File: src/hcm_map.svh
// Register offsets, field positions, reset values and limits of the heater current monitor
`ifndef HCM_MAP_SVH
`define HCM_MAP_SVH
`define HCM_OFF_CTRL    8'h00
`define HCM_OFF_SP_LOW  8'h04
`define HCM_OFF_SP_HIGH 8'h08
`define HCM_OFF_SP_TRIP 8'h0c
`define HCM_OFF_PLIM    8'h10
`define HCM_OFF_ALARM   8'h14
`define HCM_OFF_INT_ST  8'h18
`define HCM_OFF_INT_MSK 8'h1c
`define HCM_OFF_MEAS    8'h20
`define HCM_CTRL_3PH    0
`define HCM_CTRL_PROP   1
`define HCM_CTRL_PLIM   2
`define HCM_CTRL_R100   3
`define HCM_ALM_LOW     0
`define HCM_ALM_HIGH    3
`define HCM_ALM_TRIP    6
`define HCM_SP_OFF      8'h00
`define HCM_MAX_30A     8'h3c
`define HCM_MAX_100A    8'hc8
`define HCM_DUTY_FULL   9'h100
`define HCM_AVG_SHIFT   4
`define HCM_RST_CTRL    4'h0
`define HCM_RST_SP      24'h000000
`define HCM_RST_ALM     9'h000
`define HCM_RESP_OK     2'h0
`define HCM_RESP_ERR    2'h2
`endif

File: src/hcm_pkg.sv
// Types shared by the heater current monitor
package hcm_pkg;
    typedef logic [7:0]  hcm_cur_t;
    typedef logic [8:0]  hcm_duty_t;
    typedef logic [8:0]  hcm_alarm_t;
    typedef logic [7:0]  hcm_addr_t;
    typedef logic [16:0] hcm_prod_t;
endpackage

File: src/hcm_monitor.sv
// Heater current alarm and trip monitor with AXI4-Lite registers
//
// Added by the designer: the register offsets and register access over AXI4-Lite.
`timescale 1ns/1ps
`include "hcm_map.svh"
module hcm_monitor (
    input  wire logic             sys_clk_in,
    input  wire logic             arst_n_in,
    input  wire logic             ce_in,
    input  wire logic             s_axi_awvalid,
    output logic                  s_axi_awready,
    input  wire hcm_pkg::hcm_addr_t s_axi_awaddr,
    input  wire logic             s_axi_wvalid,
    output logic                  s_axi_wready,
    input  wire logic [31:0]      s_axi_wdata,
    input  wire logic [3:0]       s_axi_wstrb,
    output logic                  s_axi_bvalid,
    input  wire logic             s_axi_bready,
    output logic [1:0]            s_axi_bresp,
    input  wire logic             s_axi_arvalid,
    output logic                  s_axi_arready,
    input  wire hcm_pkg::hcm_addr_t s_axi_araddr,
    output logic                  s_axi_rvalid,
    input  wire logic             s_axi_rready,
    output logic [31:0]           s_axi_rdata,
    output logic [1:0]            s_axi_rresp,
    input  wire logic             meas_valid_in,
    input  wire hcm_pkg::hcm_cur_t cur_a_in,
    input  wire hcm_pkg::hcm_cur_t cur_b_in,
    input  wire hcm_pkg::hcm_cur_t cur_c_in,
    input  wire hcm_pkg::hcm_duty_t duty_in,
    input  wire logic             heat_demand_in,
    output logic                  heater_on_out,
    output hcm_pkg::hcm_alarm_t   alarm_out,
    output logic                  irq_out
);
    import hcm_pkg::*;
    logic        awready_ff;
    logic        wready_ff;
    logic        bvalid_ff;
    logic [1:0]  bresp_ff;
    logic        arready_ff;
    logic        rvalid_ff;
    logic [31:0] rdata_ff;
    logic [1:0]  rresp_ff;
    hcm_addr_t   awaddr_ff;
    logic [31:0] wdata_ff;
    logic [3:0]  wstrb_ff;
    logic [3:0]  ctrl_ff;
    logic [23:0] sp_low_ff;
    logic [23:0] sp_high_ff;
    logic [23:0] sp_trip_ff;
    hcm_cur_t    plim_ff;
    hcm_alarm_t  alarm_ff;
    hcm_alarm_t  int_st_ff;
    hcm_alarm_t  int_msk_ff;
    logic [23:0] meas_ff;
    logic [11:0] avg_ff;
    logic        heater_on_ff;
    logic        irq_ff;
    hcm_alarm_t  nxt_alarm;
    hcm_alarm_t  nxt_int_st;
    logic [11:0] nxt_avg;
    logic        nxt_heater_on;
    logic        wr_go;
    logic        wr_map;
    logic        rd_map;
    logic [31:0] rd_mux;
    logic [8:0]  trip_clr;
    hcm_cur_t    sp_max;
    logic        scale_on;
    hcm_duty_t   duty_eff;
    logic        below_full;
    logic        plim_over;
    logic [2:0]  lo_hit;
    logic [2:0]  hi_hit;
    logic [2:0]  tr_hit;
    logic [23:0] cur_all;
    assign s_axi_awready = awready_ff;
    assign s_axi_wready  = wready_ff;
    assign s_axi_bvalid  = bvalid_ff;
    assign s_axi_bresp   = bresp_ff;
    assign s_axi_arready = arready_ff;
    assign s_axi_rvalid  = rvalid_ff;
    assign s_axi_rdata   = rdata_ff;
    assign s_axi_rresp   = rresp_ff;
    assign heater_on_out = heater_on_ff;
    assign alarm_out     = alarm_ff;
    assign irq_out       = irq_ff;
    // Byte-lane merge, each setpoint byte then clamped to the rated range
    function automatic logic [31:0] merge(input logic [31:0] old, input logic [31:0] nw,
                                          input logic [3:0] strb);
        logic [31:0] res;
        res = old;
        for (int i = 0; i < 4; i++)
        begin
            if (strb[i])
            begin
                res[8*i +: 8] = nw[8*i +: 8];
            end
        end
        return res;
    endfunction
    function automatic logic [23:0] clamp_sp(input logic [23:0] v, input hcm_cur_t mx);
        logic [23:0] res;
        res = v;
        for (int i = 0; i < 3; i++)
        begin
            if (v[8*i +: 8] > mx)
            begin
                res[8*i +: 8] = mx;
            end
        end
        return res;
    endfunction

    // Write channel: address and data taken in either order, response after both
    assign wr_go = !awready_ff && !wready_ff && !bvalid_ff;
    always_comb
    begin
        case (awaddr_ff)
            `HCM_OFF_CTRL, `HCM_OFF_SP_LOW, `HCM_OFF_SP_HIGH, `HCM_OFF_SP_TRIP,
            `HCM_OFF_PLIM, `HCM_OFF_ALARM, `HCM_OFF_INT_ST, `HCM_OFF_INT_MSK,
            `HCM_OFF_MEAS: wr_map = 1'b1;
            default:       wr_map = 1'b0;
        endcase
    end

    always_ff @(posedge sys_clk_in or negedge arst_n_in)
    begin
        if (!arst_n_in)
        begin
            awready_ff <= 1'b1;
            wready_ff  <= 1'b1;
            bvalid_ff  <= 1'b0;
            bresp_ff   <= `HCM_RESP_OK;
            awaddr_ff  <= 8'h00;
            wdata_ff   <= 32'h00000000;
            wstrb_ff   <= 4'h0;
        end
        else if (ce_in)
        begin
            if (awready_ff && s_axi_awvalid)
            begin
                awready_ff <= 1'b0;
                awaddr_ff  <= {s_axi_awaddr[7:2], 2'b00};
            end
            if (wready_ff && s_axi_wvalid)
            begin
                wready_ff <= 1'b0;
                wdata_ff  <= s_axi_wdata;
                wstrb_ff  <= s_axi_wstrb;
            end
            if (wr_go)
            begin
                bvalid_ff <= 1'b1;
                bresp_ff  <= wr_map ? `HCM_RESP_OK : `HCM_RESP_ERR;
            end
            if (bvalid_ff && s_axi_bready)
            begin
                bvalid_ff  <= 1'b0;
                awready_ff <= 1'b1;
                wready_ff  <= 1'b1;
            end
        end
    end

    // Setpoint and control registers
    assign sp_max = ctrl_ff[`HCM_CTRL_R100] ? `HCM_MAX_100A : `HCM_MAX_30A;
    always_ff @(posedge sys_clk_in or negedge arst_n_in)
    begin
        if (!arst_n_in)
        begin
            ctrl_ff    <= `HCM_RST_CTRL;
            sp_low_ff  <= `HCM_RST_SP;
            sp_high_ff <= `HCM_RST_SP;
            sp_trip_ff <= `HCM_RST_SP;
            plim_ff    <= `HCM_SP_OFF;
            int_msk_ff <= `HCM_RST_ALM;
        end
        else if (ce_in && wr_go)
        begin
            case (awaddr_ff)
                `HCM_OFF_CTRL:    ctrl_ff    <= 4'(merge({28'h0, ctrl_ff}, wdata_ff, wstrb_ff));
                `HCM_OFF_SP_LOW:  sp_low_ff  <= clamp_sp(24'(merge({8'h00, sp_low_ff}, wdata_ff,
                                                         wstrb_ff)), sp_max);
                `HCM_OFF_SP_HIGH: sp_high_ff <= clamp_sp(24'(merge({8'h00, sp_high_ff}, wdata_ff,
                                                         wstrb_ff)), sp_max);
                `HCM_OFF_SP_TRIP: sp_trip_ff <= clamp_sp(24'(merge({8'h00, sp_trip_ff}, wdata_ff,
                                                         wstrb_ff)), sp_max);
                `HCM_OFF_PLIM:    plim_ff    <= 8'(clamp_sp({16'h0000, 8'(merge({24'h0, plim_ff}, wdata_ff,
                                                wstrb_ff))}, sp_max));
                `HCM_OFF_INT_MSK: int_msk_ff <= 9'(merge({23'h0, int_msk_ff}, wdata_ff, wstrb_ff));
                default:          ctrl_ff    <= ctrl_ff;
            endcase
        end
    end

    // Operator reset of trips and write-one-clear of interrupt status
    always_comb
    begin
        trip_clr   = 9'h000;
        nxt_int_st = int_st_ff;
        if (wr_go && awaddr_ff == `HCM_OFF_ALARM)
        begin
            trip_clr = 9'(merge(32'h0, wdata_ff, wstrb_ff));
        end
        if (wr_go && awaddr_ff == `HCM_OFF_INT_ST)
        begin
            nxt_int_st = int_st_ff & ~9'(merge(32'h0, wdata_ff, wstrb_ff));
        end
        nxt_int_st = nxt_int_st | (nxt_alarm & ~alarm_ff);
    end

    // Scaling: reading*256 compared with setpoint*duty avoids a divider
    assign scale_on   = ctrl_ff[`HCM_CTRL_PROP] || ctrl_ff[`HCM_CTRL_PLIM];
    assign duty_eff   = (!scale_on || duty_in > `HCM_DUTY_FULL) ? `HCM_DUTY_FULL : duty_in;
    assign below_full = scale_on && duty_in < `HCM_DUTY_FULL;
    assign cur_all    = {cur_c_in, cur_b_in, cur_a_in};

    for (genvar p = 0; p < 3; p++)
    begin : g_phase
        hcm_cur_t  cur;
        hcm_prod_t lhs;
        logic      act;
        assign cur = cur_all[8*p +: 8];
        assign lhs = {1'b0, cur, 8'h00};
        assign act = (p == 0) || ctrl_ff[`HCM_CTRL_3PH];
        assign lo_hit[p] = act && duty_eff != 9'h000 && sp_low_ff[8*p +: 8] != `HCM_SP_OFF &&
                           lhs <= hcm_prod_t'(sp_low_ff[8*p +: 8] * duty_eff);
        assign hi_hit[p] = act && !below_full && sp_high_ff[8*p +: 8] != `HCM_SP_OFF &&
                           cur >= sp_high_ff[8*p +: 8];
        assign tr_hit[p] = act && duty_eff != 9'h000 && sp_trip_ff[8*p +: 8] != `HCM_SP_OFF &&
                           lhs >= hcm_prod_t'(sp_trip_ff[8*p +: 8] * duty_eff);
    end

    // Alarms follow each sample; trips latch and a new trip beats a reset
    always_comb
    begin
        nxt_alarm = alarm_ff;
        if (meas_valid_in)
        begin
            nxt_alarm[`HCM_ALM_LOW +: 3]  = lo_hit;
            nxt_alarm[`HCM_ALM_HIGH +: 3] = hi_hit;
        end
        nxt_alarm[`HCM_ALM_TRIP +: 3] = (alarm_ff[`HCM_ALM_TRIP +: 3] &
                                         ~trip_clr[`HCM_ALM_TRIP +: 3]) |
                                        (meas_valid_in ? tr_hit : 3'b000);
    end

    // Average current for the power limit
    assign nxt_avg   = meas_valid_in ? avg_ff - {4'h0, avg_ff[11:`HCM_AVG_SHIFT]} + {4'h0, cur_a_in}
                                     : avg_ff;
    assign plim_over = ctrl_ff[`HCM_CTRL_PLIM] && plim_ff != `HCM_SP_OFF &&
                       avg_ff >= {plim_ff, 4'h0};
    assign nxt_heater_on = heat_demand_in && !plim_over &&
                           nxt_alarm[`HCM_ALM_TRIP +: 3] == 3'b000;

    always_ff @(posedge sys_clk_in or negedge arst_n_in)
    begin
        if (!arst_n_in)
        begin
            alarm_ff     <= `HCM_RST_ALM;
            int_st_ff    <= `HCM_RST_ALM;
            irq_ff       <= 1'b0;
            avg_ff       <= 12'h000;
            meas_ff      <= 24'h000000;
            heater_on_ff <= 1'b0;
        end
        else if (ce_in)
        begin
            alarm_ff     <= nxt_alarm;
            int_st_ff    <= nxt_int_st;
            irq_ff       <= |(nxt_int_st & int_msk_ff);
            avg_ff       <= nxt_avg;
            heater_on_ff <= nxt_heater_on;
            if (meas_valid_in)
            begin
                meas_ff <= cur_all;
            end
        end
    end

    // Read channel: data one cycle after the address is taken
    always_comb
    begin
        rd_map = 1'b1;
        case ({s_axi_araddr[7:2], 2'b00})
            `HCM_OFF_CTRL:    rd_mux = {28'h0, ctrl_ff};
            `HCM_OFF_SP_LOW:  rd_mux = {8'h00, sp_low_ff};
            `HCM_OFF_SP_HIGH: rd_mux = {8'h00, sp_high_ff};
            `HCM_OFF_SP_TRIP: rd_mux = {8'h00, sp_trip_ff};
            `HCM_OFF_PLIM:    rd_mux = {24'h0, plim_ff};
            `HCM_OFF_ALARM:   rd_mux = {23'h0, alarm_ff};
            `HCM_OFF_INT_ST:  rd_mux = {23'h0, int_st_ff};
            `HCM_OFF_INT_MSK: rd_mux = {23'h0, int_msk_ff};
            `HCM_OFF_MEAS:    rd_mux = {8'h00, meas_ff};
            default:
            begin
                rd_mux = 32'h00000000;
                rd_map = 1'b0;
            end
        endcase
    end

    always_ff @(posedge sys_clk_in or negedge arst_n_in)
    begin
        if (!arst_n_in)
        begin
            arready_ff <= 1'b1;
            rvalid_ff  <= 1'b0;
            rdata_ff   <= 32'h00000000;
            rresp_ff   <= `HCM_RESP_OK;
        end
        else if (ce_in)
        begin
            if (arready_ff && s_axi_arvalid)
            begin
                arready_ff <= 1'b0;
                rvalid_ff  <= 1'b1;
                rdata_ff   <= rd_mux;
                rresp_ff   <= rd_map ? `HCM_RESP_OK : `HCM_RESP_ERR;
            end
            else if (rvalid_ff && s_axi_rready)
            begin
                rvalid_ff  <= 1'b0;
                arready_ff <= 1'b1;
            end
        end
    end
endmodule // hcm_monitor

File: config.mk
export PLATFORM = sky130hd
export DESIGN_NAME = hcm_monitor
export DESIGN_NICKNAME = d
export VERILOG_FILES = /design/src/hcm_pkg.sv /design/src/hcm_monitor.sv
export VERILOG_INCLUDE_DIRS = /design/src
export SDC_FILE = /design/constraint.sdc
export NUM_CORES = 1
export LEC_CHECK = 0
export BUFFER_PORTS_ARGS = -buffer_cell sky130_fd_sc_hd__buf_2
export CORE_UTILIZATION = 45
export DETAILED_ROUTE_END_ITERATION = 7
export PLACE_DENSITY = 0.59
export SYNTH_ARGS = -nofsm -noshare
export SYNTH_HDL_FRONTEND = slang
export SYNTH_SLANG_ARGS = --single-unit
File: constraint.sdc
create_clock -name sys_clk_in -period 17.15 [get_ports sys_clk_in]
set_input_delay 1.715 -clock sys_clk_in [delete_from_list [all_inputs] [get_ports sys_clk_in]]
set_output_delay 1.715 -clock sys_clk_in [all_outputs]
set_load 0.02 [all_outputs]
==> results.json <==
{
  "hold_start": "s_axi_awready",
  "final_cells": 4133,
  "drtPass1Iterations": 7,
  "io_buffers": 123,
  "worst_ep_required_time_ns": 17.55,
  "crit_fanout": 113,
  "grt_max_degree": 114,
  "cts_root_buf": "clkbuf_16",
  "min_to": "s_axi_awready",
  "grt_busiest_layer": "met2",
  "grt_pass1_vias": 24579,
  "grt_pass1_wl_mm": 140,
  "path_common_cell": "fa_1",
  "hold_path.class": "flip-flop to flip-flop",
  "path_clk_slew_ns": 0.07,
  "critPathCaptureType": "flip-flop",
  "pin_count": 147,
  "grtUsageTotal_pct": 28.0,
  "layout_min_cycle_time_ns": 9.17,
  "layout_commonest_cell": "inv_1",
  "antenna_found_initial": 0,
  "syn_inst": 3278,
  "cts_max_level": 1,
  "synth_cell_types": 82,
  "dieWidth_um": 253,
  "leakagePower_nw": 16.1,
  "critPathSlowestCell": "and2_1",
  "placed_cells": 4094,
  "slowest_delay_ns": 0.77,
  "post-route-period-util_pct": 53.5,
  "drt_iter0_drc": 2000,
  "clock_latency_ns": 0.54,
  "p_per_area_mw_per_mm2": 104,
  "grtUsageMet3_pct": 3.88,
  "arrival_ns": 9.57,
  "place_area_mm2": 0.0297,
  "relSlewSlack_pct": 16.5,
  "die_h_um": 253,
  "cts_buffer_depth": 3,
  "ys_ff_latch": 213,
  "ys.flop_type": "dfrtp_1",
  "nFillCells": 5932,
  "drive_gt1_share_pct": 8.25,
  "diodes": 0,
  "cts_hold_buf": 0,
  "cts_buffers": 22,
  "drc": 0,
  "rows": 91,
  "cts_tree": "built",
  "setup_tns_ns": 0,
  "rsz0062_at_grt": "false",
  "place.gp.congestion": 0.911,
  "coreArea_mm2": 0.0621,
  "met2_usage_pct": 44.1,
  "holdPathStages": 2,
  "synth.avg_cell_area_um2": 8.67,
  "async_reset_ff_share_pct": 100,
  "r2r-start": "ctrl_ff[2]",
  "post_cts_resized": 0,
  "grt_overflow": 0,
  "synth_edf_count": 0,
  "yosysWarnings": 0,
  "hold_ws_ns": 0.486,
  "dieArea_mm2": 0.0642,
  "skew_ns": 0.0184,
  "syn-cell-area_mm2": 0.0284,
  "r2r_setup_slack_ns": 8.82,
  "r2r_cells": 24,
  "drt-total-wl_mm": 88.1,
  "final_antenna_net_count": 0,
  "tightest_slew_ns": 1.25,
  "final-hold-violation-count": 0,
  "mostFrequentLayoutCells": "inv_1 (460), nand2_1 (377), ha_1 (364)",
  "wire_per_inst_um": 21.3,
  "post_cts_buffers": 0,
  "cts_sinks": 213,
  "worstSetupPathType": "input port to flip-flop",
  "finish.net_count": 4000,
  "fin_util_pct": 49.0,
  "setup_viol": 0,
  "rr_endpoint": "irq_out",
  "grt_util_met1_pct": 40.4,
  "vias_per_cell": 5.89,
  "run_status": "finished clean",
  "syn2layout_area_growth_pct": 7.07,
  "cp-start-kind": "input port",
  "vias": 24334,
  "ir_worst_vdd_v": 0.0000937,
  "start_util_pct": 45.8,
  "max_freq_mhz": 109,
  "final_area_mm2": 0.0304,
  "maxCapViolCount": 0,
  "seq_area_frac_synth_pct": 18.8,
  "slew_viol_final": 0,
  "hpwl_mm": 67.0
}
-- per-layer routing --
metal,wire (um),vias up
met5,0,-
met4,2170,0
met3,7020,118
met2,39000,868
met1,39900,12150
li1,-,11198
-- cells in the mapped netlist (8+ instances only) --
| cell | instances | share of area, % |
|---|---|---|
| a21boi_1 | 8 | 0.21 |
| xor2_1 | 42 | 1.3 |
| nor2_1 | 117 | 1.5 |
| mux2_1 | 15 | 0.59 |
| nand2_1 | 378 | 5.0 |
| and3_1 | 257 | 5.7 |
| a222oi_1 | 19 | 0.67 |
| o2111ai_1 | 8 | 0.25 |
| a211oi_1 | 21 | 0.55 |
| nand3_1 | 46 | 0.81 |
| ha_1 | 364 | 16 |
| o21bai_1 | 11 | 0.29 |
| o211ai_1 | 26 | 0.69 |
| nand4_1 | 20 | 0.44 |
| inv_1 | 460 | 6.1 |
| o21ai_1 | 88 | 1.5 |
| mux2i_1 | 30 | 1.1 |
| fa_1 | 260 | 18 |
| mux2_2 | 55 | 2.2 |
| and2_1 | 25 | 0.55 |
| nor2b_1 | 12 | 0.26 |
| a22o_1 | 32 | 0.99 |
| a22oi_1 | 12 | 0.32 |
| or3_1 | 8 | 0.18 |
| o21ai_0 | 121 | 2.1 |
| a221oi_1 | 10 | 0.31 |
| dfrtp_1 | 210 | 18 |
| o21a_1 | 16 | 0.42 |
| nor4_1 | 28 | 0.62 |
| clkbuf_1 | 172 | 2.3 |
| nand2b_1 | 35 | 0.77 |
| a21oi_1 | 99 | 1.7 |
| xnor2_1 | 36 | 1.1 |
| a31oi_1 | 17 | 0.37 |
| a21o_1 | 47 | 1.2 |
| nor3_1 | 23 | 0.40 |
| buf_4 | 10 | 0.26 |
| a2111oi_0 | 9 | 0.28 |
| o31ai_1 | 22 | 0.58 |
-- kinds of logic (layout without fill, tap and decap cells) --
| group | after synthesis | after routing | share of synthesized area (%) |
|---|---|---|---|
| compound gates | 618 | 618 | 14.4 |
| xor+xnor | 78 | 78 | 2.40 |
| fa+ha+maj | 624 | 624 | 34.3 |
| buf+inv | 651 | 660 | 8.75 |
| flops | 213 | 213 | 18.8 |
| mux | 100 | 100 | 3.83 |
| other cells | 1 | 10 | 0.0132 |
| simple gates | 993 | 993 | 17.5 |
-- report_power, final --
group,switching (W),internal (W)
Clock,0.000216,0.000303
Combinational,0.00106,0.000692
Sequential,0.000266,0.000628
-- how the worst max path moves through the flow --
| stage | start | cells past startpoint | end | slack (ns) |
|---|---|---|---|---|
| 6_report | duty_in[8] | 25 | irq_out | 7.98 |
| 5_1_grt | duty_in[8] | 25 | heater_on_out | 7.49 |
| 4_1_cts | duty_in[8] | 26 | irq_out | 7.95 |
| 3_5_place_dp | duty_in[8] | 26 | irq_out | 7.41 |
| 3_3_place_gp | duty_in[8] | 25 | heater_on_out | 7.44 |
| 2_1_floorplan | duty_in[8] | 28 | irq_out | 9.03 |
-- final cells by class --
cell class / instances / area [um^2] / share of cell area [%]
Timing Repair Buffer: 159 / 896 / 2.94
Sequential cell: 213 / 5330 / 17.5
Clock inverter: 9 / 124 / 0.407
Clock buffer: 30 / 632 / 2.08
Multi-Input combinational cell: 2423 / 20700 / 67.9
Inverter: 462 / 1730 / 5.70
Tap cell: 837 / 1050 / 3.44
-- state kept, by name, summed over array words and instances (netlist names), 3 cells and up --
register	cells
awaddr_ff	6
meas_ff	24
plim_ff	8
sp_trip_ff	24
ctrl_ff	4
int_st_ff	9
wdata_ff	24
sp_low_ff	24
int_msk_ff	9
alarm_out	9
s_axi_rdata	24
sp_high_ff	24
avg_ff	12
wstrb_ff	3
-- critical path: cells and delay by family --
kind	cells	cell delay, ns
AOI/OAI and AO/OA	9	2.25
xor gates and xnor gates	1	0.10
adders and majority gates	6	2.57
buffers and inverters	3	0.81
muxes	1	0.71
and+or+nand+nor	5	1.33
-- per-stage QoR --
stage	total power, W	setup WS, ns
floorplan	0.00208	9.03
global placement	0.00255	7.44
detailed placement	0.00262	7.41
CTS	0.00315	7.95
global route	0.00344	7.49
finish	0.00317	7.98
Note: power is estimated with default switching activity, not from simulation.
